==> config.mk <==
export PLATFORM = sky130hd
export DESIGN_NAME = flash_self_erase_write_ctrl
export DESIGN_NICKNAME = d
export VERILOG_FILES = /design/src/hdl/flash_self_erase_write_ctrl.v
export VERILOG_INCLUDE_DIRS = /design/src /design/src/common
export SDC_FILE = /design/constraint.sdc
export NUM_CORES = 1
export LEC_CHECK = 0
export BUFFER_PORTS_ARGS = -buffer_cell sky130_fd_sc_hd__buf_2
export CAP_MARGIN = 20
export CORE_MARGIN = 8
export CORE_UTILIZATION = 30
export CTS_CLUSTER_DIAMETER = 60
export DETAILED_ROUTE_END_ITERATION = 7
export PLACE_DENSITY = 0.56
export REMOVE_ABC_BUFFERS = 1
export SETUP_SLACK_MARGIN = 0.2
export SKIP_CTS_REPAIR_TIMING = 1
export SLEW_MARGIN = 10
export SYNTH_ARGS = -nofsm -noshare
export SYNTH_HDL_FRONTEND = slang
export SYNTH_SLANG_ARGS = --single-unit
==> constraint.sdc <==
create_clock -name aclk -period 3.5 [get_ports aclk]
set_input_delay 0.175 -clock aclk [delete_from_list [all_inputs] [get_ports aclk]]
set_output_delay 0.175 -clock aclk [all_outputs]
set_load 0.005 [all_outputs]
==> src/common/flash_seq_consts.vh <==
// Constants for the flash self-programming sequencer.
`ifndef FLASH_SEQ_CONSTS_VH
`define FLASH_SEQ_CONSTS_VH
// ----------------------------------------------------------------
// Register byte offsets
// ----------------------------------------------------------------
`define OFS_ADDR_LOW 5'h00
`define OFS_ADDR_HIGH 5'h04
`define OFS_DATA_LOW 5'h08
`define OFS_DATA_HIGH 5'h0C
`define OFS_CONTROL 5'h10
`define OFS_UNLOCK 5'h14
`define OFS_STATUS 5'h18
// ----------------------------------------------------------------
// Control register fields
// ----------------------------------------------------------------
`define BIT_READ 0
`define BIT_START 1
`define BIT_ALLOW 2
`define BIT_ERR 3
`define BIT_ERASE 4
`define BIT_PSEL 7
// ----------------------------------------------------------------
// Values and timing
// ----------------------------------------------------------------
`define UNLOCK_KEY1 8'h55
`define UNLOCK_KEY2 8'hAA
`define BUF_ERASED 14'h3FFF
`define PROT_LIMIT_LOW 16'h0200
`define PROT_LIMIT_HIGH 16'h0400
`define LAST_SLOT 2'b11
`define ROW_LSB 5
`define PROG_TIME_US 2000
`define PWRUP_TIME_US 72000
`define CLK_MHZ 25
`define SETUP_CYCLES 2
`define SKIP_CYCLES 1
`define RESP_OKAY 2'b00
`define RESP_SLVERR 2'b10
`endif

==> src/hdl/flash_self_erase_write_ctrl.v <==
// Flash self-programming sequencer with an AXI4-Lite register slave.
//
// Local design decisions: the register offsets and the AXI4-Lite interface to the registers.
`timescale 1ns/1ps
`default_nettype none
`include "flash_seq_consts.vh"

// How it works
// Erase always covers one 32-word row.
// Row from upper 11 address bits.
// No bulk erase beyond one row.
// Software sets select, allow, erase bits.
// Start needs 55h then AAh unlock.
// Two setup cycles squash fetched instructions.
// Erase halts core about 2 ms.
// Halt only stalls core, clocks run.
// Erase resumes at third instruction.
// Writes only into unprotected segments.
// Four-word aligned block, no crossing.
// Software erases before writing.
// Four 14-bit buffers by low bits.
// Software fills all four buffer words.
// Short write loads buffer, clears start.
// Slot 11 loads and programs block.
// Long write: run one, skip one.
// Buffers return to 3FFF after write.
// Reset clears write allow bit.
// Power-up timer blocks writes 72 ms.
// Start needs allow; clearing never aborts.
// Select bit 7, read bit 0.
// Other writes re-arm unlock detector.
// Start clears when operation finishes.
module flash_self_erase_write_ctrl #(
	parameter PROG_CYCLES = `PROG_TIME_US * `CLK_MHZ,
	parameter PWRUP_CYCLES = `PWRUP_TIME_US * `CLK_MHZ,
	parameter ADDR_W = 16
) (
	input wire aclk,
	input wire aresetn,
	input wire [4:0] s_axi_awaddr,
	input wire s_axi_awvalid,
	output wire s_axi_awready,
	input wire [31:0] s_axi_wdata,
	input wire [3:0] s_axi_wstrb,
	input wire s_axi_wvalid,
	output wire s_axi_wready,
	output reg [1:0] s_axi_bresp,
	output reg s_axi_bvalid,
	input wire s_axi_bready,
	input wire [4:0] s_axi_araddr,
	input wire s_axi_arvalid,
	output wire s_axi_arready,
	output reg [31:0] s_axi_rdata,
	output reg [1:0] s_axi_rresp,
	output reg s_axi_rvalid,
	input wire s_axi_rready,
	input wire [1:0] write_protect_cfg,
	output wire core_halt_for_write,
	output wire core_squash,
	output reg flash_erase_row,
	output reg flash_program_block,
	output reg [ADDR_W-1:0] flash_addr,
	output reg [55:0] flash_wdata
);

// ----------------------------------------------------------------
// Sequencer states
// ----------------------------------------------------------------
localparam ST_IDLE = 3'd0;
localparam ST_SETUP = 3'd1;
localparam ST_SKIP = 3'd2;
localparam ST_BUSY = 3'd3;
localparam ST_DONE = 3'd4;

reg [2:0] state_q;
reg [7:0] addr_low_q;
reg [7:0] addr_high_q;
reg [7:0] data_low_q;
reg [5:0] data_high_q;
reg psel_q, erase_q, allow_q, start_q, err_q;
reg [1:0] unlock_q;
reg [13:0] buf_q [0:3];
reg [31:0] cnt_q;
reg [31:0] pwr_cnt_q;
reg pwr_busy_q;
reg aw_hold_q, w_hold_q;
reg [4:0] awaddr_q;
reg [31:0] wdata_q;
reg [3:0] wstrb_q;
integer i;

wire [ADDR_W-1:0] full_addr = {addr_high_q, addr_low_q};
wire [1:0] slot = addr_low_q[1:0];

// ----------------------------------------------------------------
// Write protection decode
// ----------------------------------------------------------------
// Protected segment limit grows as the configuration code falls;
// code 11 leaves everything writable.
reg addr_protected;
always @* begin
	case (write_protect_cfg)
	2'b11: addr_protected = 1'b0;
	2'b10: addr_protected = full_addr < `PROT_LIMIT_LOW;
	2'b01: addr_protected = full_addr < `PROT_LIMIT_HIGH;
	default: addr_protected = 1'b1;
	endcase
end

// ----------------------------------------------------------------
// AXI4-Lite slave
// ----------------------------------------------------------------
// Address and data are held separately so they may arrive in
// either order; no new beat is taken until the response is gone.
assign s_axi_awready = !aw_hold_q && !s_axi_bvalid;
assign s_axi_wready = !w_hold_q && !s_axi_bvalid;
assign s_axi_arready = !s_axi_rvalid;

wire aw_now = s_axi_awvalid && s_axi_awready;
wire w_now = s_axi_wvalid && s_axi_wready;
wire [4:0] wa = aw_hold_q ? awaddr_q : s_axi_awaddr;
wire [31:0] wd = w_hold_q ? wdata_q : s_axi_wdata;
wire [3:0] ws = w_hold_q ? wstrb_q : s_axi_wstrb;
wire wr_fire = (aw_hold_q || aw_now) && (w_hold_q || w_now);
wire wr_lane0 = wr_fire && ws[0];
wire wr_mapped = wa <= `OFS_STATUS && wa[1:0] == 2'b00;
wire wr_unlock = wr_lane0 && wa == `OFS_UNLOCK;
wire wr_ctrl = wr_lane0 && wa == `OFS_CONTROL;
wire idle = state_q == ST_IDLE;
wire start_req = wr_ctrl && wd[`BIT_START] && !start_q && idle
	&& unlock_q == 2'd2 && allow_q;
wire go = start_req && !pwr_busy_q;
wire is_erase = psel_q && erase_q;
wire is_long = !erase_q && slot == `LAST_SLOT;

always @(posedge aclk) begin
	if (!aresetn) begin
		aw_hold_q <= 1'b0;
		w_hold_q <= 1'b0;
		awaddr_q <= 5'h00;
		wdata_q <= 32'h0000_0000;
		wstrb_q <= 4'h0;
		s_axi_bvalid <= 1'b0;
		s_axi_bresp <= `RESP_OKAY;
	end else begin
		if (wr_fire) begin
			aw_hold_q <= 1'b0;
			w_hold_q <= 1'b0;
			s_axi_bvalid <= 1'b1;
			s_axi_bresp <= wr_mapped ? `RESP_OKAY : `RESP_SLVERR;
		end else begin
			if (aw_now) begin
				aw_hold_q <= 1'b1;
				awaddr_q <= s_axi_awaddr;
			end
			if (w_now) begin
				w_hold_q <= 1'b1;
				wdata_q <= s_axi_wdata;
				wstrb_q <= s_axi_wstrb;
			end
			if (s_axi_bvalid && s_axi_bready)
				s_axi_bvalid <= 1'b0;
		end
	end
end

always @(posedge aclk) begin
	if (!aresetn) begin
		s_axi_rvalid <= 1'b0;
		s_axi_rdata <= 32'h0000_0000;
		s_axi_rresp <= `RESP_OKAY;
	end else if (s_axi_arvalid && s_axi_arready) begin
		s_axi_rvalid <= 1'b1;
		s_axi_rresp <= `RESP_OKAY;
		case (s_axi_araddr)
		`OFS_ADDR_LOW: s_axi_rdata <= {24'h00_0000, addr_low_q};
		`OFS_ADDR_HIGH: s_axi_rdata <= {24'h00_0000, addr_high_q};
		`OFS_DATA_LOW: s_axi_rdata <= {24'h00_0000, data_low_q};
		`OFS_DATA_HIGH: s_axi_rdata <= {26'h000_0000, data_high_q};
		`OFS_CONTROL: s_axi_rdata <= {24'h00_0000, psel_q, 2'b00,
			erase_q, err_q, allow_q, start_q, 1'b0};
		`OFS_UNLOCK: s_axi_rdata <= 32'h0000_0000;
		`OFS_STATUS: s_axi_rdata <= {29'h0000_0000, pwr_busy_q,
			core_halt_for_write, !idle};
		default: begin
			s_axi_rdata <= 32'h0000_0000;
			s_axi_rresp <= `RESP_SLVERR;
		end
		endcase
	end else if (s_axi_rready)
		s_axi_rvalid <= 1'b0;
end

// ----------------------------------------------------------------
// Registers, unlock detector, buffers and sequencer
// ----------------------------------------------------------------
always @(posedge aclk) begin
	if (!aresetn) begin
		addr_low_q <= 8'h00;
		addr_high_q <= 8'h00;
		data_low_q <= 8'h00;
		data_high_q <= 6'h00;
		psel_q <= 1'b0;
		erase_q <= 1'b0;
		allow_q <= 1'b0;
		start_q <= 1'b0;
		err_q <= 1'b0;
		unlock_q <= 2'd0;
		state_q <= ST_IDLE;
		cnt_q <= 32'd0;
		flash_erase_row <= 1'b0;
		flash_program_block <= 1'b0;
		flash_addr <= {ADDR_W{1'b0}};
		flash_wdata <= 56'h00_0000_0000_0000;
		for (i = 0; i < 4; i = i + 1)
			buf_q[i] <= `BUF_ERASED;
	end else begin
		flash_erase_row <= 1'b0;
		flash_program_block <= 1'b0;
		if (wr_lane0 && idle) begin
			if (wa == `OFS_ADDR_LOW) addr_low_q <= wd[7:0];
			if (wa == `OFS_ADDR_HIGH) addr_high_q <= wd[7:0];
			if (wa == `OFS_DATA_LOW) data_low_q <= wd[7:0];
			if (wa == `OFS_DATA_HIGH) data_high_q <= wd[5:0];
		end
		if (wr_ctrl) begin
			// Clearing allow mid-operation does not abort it.
			allow_q <= wd[`BIT_ALLOW];
			if (idle) begin
				psel_q <= wd[`BIT_PSEL];
				erase_q <= wd[`BIT_ERASE];
				err_q <= wd[`BIT_ERR];
			end
		end
		// Any write other than the expected next one re-arms.
		if (wr_unlock && wd[7:0] == `UNLOCK_KEY1)
			unlock_q <= 2'd1;
		else if (wr_unlock && unlock_q == 2'd1
			&& wd[7:0] == `UNLOCK_KEY2)
			unlock_q <= 2'd2;
		else if (wr_fire)
			unlock_q <= 2'd0;
		if (start_req && pwr_busy_q)
			err_q <= 1'b1;
		case (state_q)
		ST_IDLE: begin
			if (go && is_erase) begin
				start_q <= 1'b1;
				cnt_q <= 32'd0;
				state_q <= ST_SETUP;
			end else if (go && psel_q) begin
				buf_q[slot] <= {data_high_q, data_low_q};
				start_q <= 1'b1;
				cnt_q <= 32'd0;
				state_q <= is_long ? ST_SKIP : ST_DONE;
			end
		end
		ST_SETUP: begin
			if (cnt_q == `SETUP_CYCLES - 1) begin
				cnt_q <= 32'd0;
				state_q <= ST_BUSY;
				if (addr_protected)
					err_q <= 1'b1;
				else
					flash_erase_row <= 1'b1;
				// Low five bits never reach the array.
				flash_addr <= {full_addr[ADDR_W-1:`ROW_LSB],
					{`ROW_LSB{1'b0}}};
			end else
				cnt_q <= cnt_q + 32'd1;
		end
		ST_SKIP: begin
			cnt_q <= 32'd0;
			state_q <= ST_BUSY;
			if (addr_protected)
				err_q <= 1'b1;
			else
				flash_program_block <= 1'b1;
			flash_addr <= {full_addr[ADDR_W-1:2], 2'b00};
			flash_wdata <= {buf_q[3], buf_q[2], buf_q[1], buf_q[0]};
		end
		ST_BUSY: begin
			if (cnt_q == PROG_CYCLES - 1) begin
				state_q <= ST_DONE;
				if (!erase_q)
					for (i = 0; i < 4; i = i + 1)
						buf_q[i] <= `BUF_ERASED;
			end else
				cnt_q <= cnt_q + 32'd1;
		end
		ST_DONE: begin
			start_q <= 1'b0;
			state_q <= ST_IDLE;
		end
		default: state_q <= ST_IDLE;
		endcase
	end
end

// The core is stalled, never put to sleep; clocks keep running.
assign core_halt_for_write = state_q == ST_BUSY;
// Setup cycles of an erase, and the second slot of a long write,
// fetch instructions the core must discard.
assign core_squash = state_q == ST_SETUP || state_q == ST_SKIP;

// ----------------------------------------------------------------
// Power-up write block
// ----------------------------------------------------------------
always @(posedge aclk) begin
	if (!aresetn) begin
		pwr_cnt_q <= 32'd0;
		pwr_busy_q <= 1'b1;
	end else if (pwr_busy_q) begin
		if (pwr_cnt_q == PWRUP_CYCLES - 1)
			pwr_busy_q <= 1'b0;
		pwr_cnt_q <= pwr_cnt_q + 32'd1;
	end
end

endmodule // flash_self_erase_write_ctrl
`default_nettype wire

# Word-level counts from Yosys, hierarchy flattened
# Memory sizes are Yosys's and may differ from the RTL's. A register that Yosys moved wholly into a read port is not among the register bits.
# Index checks and enable logic that the tools add are counted.
# totals
ff_bits	177
mem_bits_rw	56
in_bits	55
output_inout_bits	117
word_cells	196
mem_count	1
# mem_list
name	depth	width	rd	rd_ports_with_merged_regs	write_ports	line_no	source
buf_q	4	14	4	4	4	flash_self_erase_write_ctrl.v:82	reg [13:0] buf_q [0:3];
# op_classes
add_sub_neg	2
order_cmp	3
n_eq_ne	30
mux	57
bitwise_logic	6
reduce_logical	69
# ops
op	count
$mux 32	4
$pmux 32 s4	1
$mux 14	5
$add 32x1->32 const B	2
$pmux 8 s6	1
$eq 32x1->1 const B	1
$eq 32x16->1 const B	1
$eq 32x21->1 const B	1
$pmux 16 s2	1
$mux 1	28
$logic_and 1x1->1	26
$eq 5x5->1 const B	5
$eq 5x4->1 const B	4
$reduce_and 2->1	10
$lt 16x10->1 const B	1
$lt 16x11->1 const B	1
$mux 16	1
$mux 3	5
$reduce_or 14->1	1
$logic_not 1->1	12
$pmux 3 s4	1
$eq 5x3->1 const B	2
$logic_not 5->1	2
$mux 2	5
other kinds (26)	46

# Longest topological paths before layout
# depth
depth_word	21
ltp_mapped	11
mapped_depth_nobuf	7

# Worst setup path after synthesis
# No wires, ideal clock.
# synth_path
path_type	register to register
from	reg aw_hold_q
to	mem buf_q[0][0] (enable)
setup_time_ns	0.371
arrival_ns	2.729
required_time_ns	3.129
path_slack_ns	0.400
path_stages_with_launch	8
n_path_buf	1
period_less_slack_ns	3.100
path_cell_list	dfxtp_1 > or3b_1 > a222oi_1 > and4_1 > nand4_1 > nor3_1 > buf_2 > nand2b_1
# synth_rtl
item	line_no	source
from (decl)	flash_self_erase_write_ctrl.v:86	reg aw_hold_q, w_hold_q;
from (signal assigned)	flash_self_erase_write_ctrl.v:138	aw_hold_q <= 1'b0;
from (signal assigned)	flash_self_erase_write_ctrl.v:147	aw_hold_q <= 1'b0;
from (signal assigned)	flash_self_erase_write_ctrl.v:153	aw_hold_q <= 1'b1;
to (decl)	flash_self_erase_write_ctrl.v:82	

==> flow_summary.json <==
{
  "outcome": "finished, violations left",
  "violations": "DRC, hold timing",
  "place.gp.congestion": 0.773,
  "grt_max_degree": 97,
  "drt_iter0_markers": 484,
  "synth_top_area_cell": "dfxtp_1",
  "die_y_um": 211,
  "firstDrtPassIters": 8,
  "synth.area.top_cells": "dfxtp_1, edfxtp_1, nand2_1",
  "dr_total_vias": 8522,
  "worstMarginPinSlew_ns": 1.06,
  "ys_types": 51,
  "cp-endpoint": "buf_q[1][12]",
  "synth_cells": 1176,
  "rrSetupSlack_ns": 0.59,
  "timing.rr.start": "aw_hold_q",
  "portBuffers": 116,
  "rows": 71,
  "cts_sinks": 261,
  "clock_latency_ns": 0.51,
  "clockBufferDepth": 3,
  "worst-r2r-cell-count": 6,
  "rsz0062_at_grt": "no",
  "ys_seq_elements": 261,
  "cp-start-kind": "input port",
  "final_layout_size_suffix_gt1_share_pct": 16.8,
  "core_area_um2": 37500,
  "cts_max_level": 2,
  "async_flop_share_pct": 0,
  "top_level_ports": 172,
  "initial_core_util_pct": 30.3,
  "fmax_ghz": 0.335,
  "numCtsBuffers": 34,
  "synth.most_common_cell": "dfxtp_1",
  "layout-area-overhead-vs-synth_pct": 19.8,
  "hold_violations": 2,
  "crit_start": "s_axi_awaddr[1]",
  "powerDensity_nw_per_um2": 526,
  "root_buffer": "clkbuf_16",
  "via_per_inst": 4.64,
  "hold_class": "input port to flip-flop",
  "placed_cells": 1764,
  "routed_wirelength_mm": 29.3,
  "nets": 1358,
  "grt_pass1_wl_mm": 46.2,
  "ys.flop_type": "dfxtp_1",
  "antenna_found_initial": 4,
  "cp_max_fo": 14,
  "die_w_um": 211,
  "power_leakage_uw": 0.00537,
  "clk_pin_slew_ns": 0.06,
  "dieArea_um2": 44300,
  "cap_viol_max_count": 0,
  "synth_top_area_share_pct": 36.1,
  "grt_pass1_vias": 8227,
  "overflow": 0,
  "end_kind": "flip-flop",
  "rr_endpoint": "buf_q[1][12]",
  "syn_area_per_cell_um2": 9.66,
  "maxSlewViolCount": 0,
  "ys_seq_area_share_pct": 51.0,
  "syn-cell-area_um2": 11400,
  "worstSetupPathType": "input port to flip-flop",
  "wl_per_cell_um": 16.0,
  "dp_hpwl_mm": 20.3,
  "period_share_pct": 85.3,
  "ir_worst_vdd_uv": 352,
  "whs_ns": -0.0345,
  "cts_tree": "done",
  "num_antenna_cells": 0,
  "stdcell_count": 1837,
  "setup_viol_count_final": 0,
  "detail-route-antenna-nets": 0,
  "synth_common_cells": "dfxtp_1, nand2_1, a21boi_0",
  "drc": 2,
  "fin_worst_skew_ns": 0.0333,
  "post-route-min-period_ns": 2.99,
  "synth_edf_count": 56,
  "relSlewSlack_pct": 28.8,
  "ys_warn_count": 0,
  "required_ns": 3.65,
  "cp.arrival_ns": 3.13,
  "grt_usage_pct": 12.8
}
routing by layer:
layer	share of wire, %	wire length, µm	global-route usage (%)	up-vias
met4	2.5	738	4.30	8
met3	5.7	1680	3.22	58
met2	46	13500	20.8	169
met5	0.17	49	0	-
li1	-	-	-	4285
met1	45	13300	16.5	4002
registers in the layout, indices dropped and copies added, names as in the netlist, 2 cells and up:
name	count
wdata_q	8
data_low_q	8
flash_addr	14
addr_high_q	8
unlock_q	2
pwr_cnt_q	32
data_high_q	6
state_q	3
addr_low_q	8
buf_q	56
cnt_q	32
awaddr_q	5
s_axi_rdata	8
flash_wdata	56
cell families (layout without fill, tap and decap cells):
| logic type | after synthesis | after routing | synth area share [%] |
|---|---|---|---|
| compound gates | 162 | 162 | 10.3 |
| xor+xnor | 55 | 55 | 4.24 |
| flops | 261 | 261 | 51.0 |
| fa+ha+maj | 3 | 3 | 0.331 |
| mux | 56 | 56 | 5.07 |
| other cells | 1 | 28 | 0.0330 |
| buf+inv | 97 | 220 | 4.23 |
| simple gates | 541 | 541 | 24.8 |
worst min path at each step:
stage	end	from	cells after the start
2_1_floorplan	pwr_busy_q	aresetn	1
3_3_place_gp	s_axi_rvalid	s_axi_arvalid	2
3_5_place_dp	s_axi_rvalid	s_axi_arvalid	2
4_1_cts	s_axi_rvalid	s_axi_arvalid	2
5_1_grt	addr_high_q[0]	aresetn	2
6_report	awaddr_q[0]	s_axi_awaddr[0]	3
power breakdown:
group | total, µW | internal, µW | switching, µW
clock | 3300 | 1970 | 1330
combinational | 655 | 235 | 420
sequential | 3210 | 3150 | 58.2
stage by stage:
step	utilization, %	setup WS, ns	TNS [ns]	power, µW	instance area, µm²
final	36.3	0.513	0	7160	13600
after global routing	36.3	0.291	0	7480	13600
after CTS	36.0	0.545	0	7260	13500
after detailed placement	33.1	0.517	0	3920	12400
after global placement	33.1	0.530	0	3920	12400
after floorplan	-	-0.813	-45.34	3640	11000
cell usage in the layout (no fill, tap or decap), types with 9 or more instances in the layout:
| cell | instances |
|---|---|
| nand3_1 | 19 |
| or2_2 | 13 |
| a22oi_1 | 9 |
| nor2b_1 | 49 |
| dfxtp_1 | 205 |
| nor4_1 | 19 |
| dlygate4sd3_1 | 11 |
| conb_1 | 28 |
| nand2b_1 | 35 |
| or3_1 | 11 |
| edfxtp_1 | 56 |
| nand4_1 | 25 |
| mux2i_1 | 44 |
| and3_1 | 12 |
| buf_4 | 24 |
| buf_2 | 115 |
| a21boi_0 | 61 |
| o21ai_0 | 15 |
| nor4b_1 | 10 |
| nor2_1 | 58 |
| nand2_1 | 180 |
| nor3b_1 | 14 |
| and2_1 | 31 |
| o211a_1 | 19 |
| a21oi_1 | 30 |
| nor3_1 | 24 |
| xnor2_1 | 38 |
| or2_1 | 18 |
| clkbuf_16 | 35 |
| mux2_2 | 12 |
| xor2_1 | 17 |
critical path: stages:
cell	delay, ns
dlygate4sd3_1	0.56
buf_2	0.13
or3_1	0.36
a222oi_1	0.49
and4_1	0.36
nand4_1	0.17
or3b_1	0.42
nand2_1	0.47
area by class of cell:
cell class / count / area (µm²)
fill: 3846 / 23900
sequential: 261 / 5790
multi-input combinational: 845 / 5210
clock buffer: 48 / 975
timing repair buffer: 150 / 866
tap: 511 / 639
clock inverter: 14 / 104
inverter: 8 / 30.0
(Power assumes the default switching activity.)
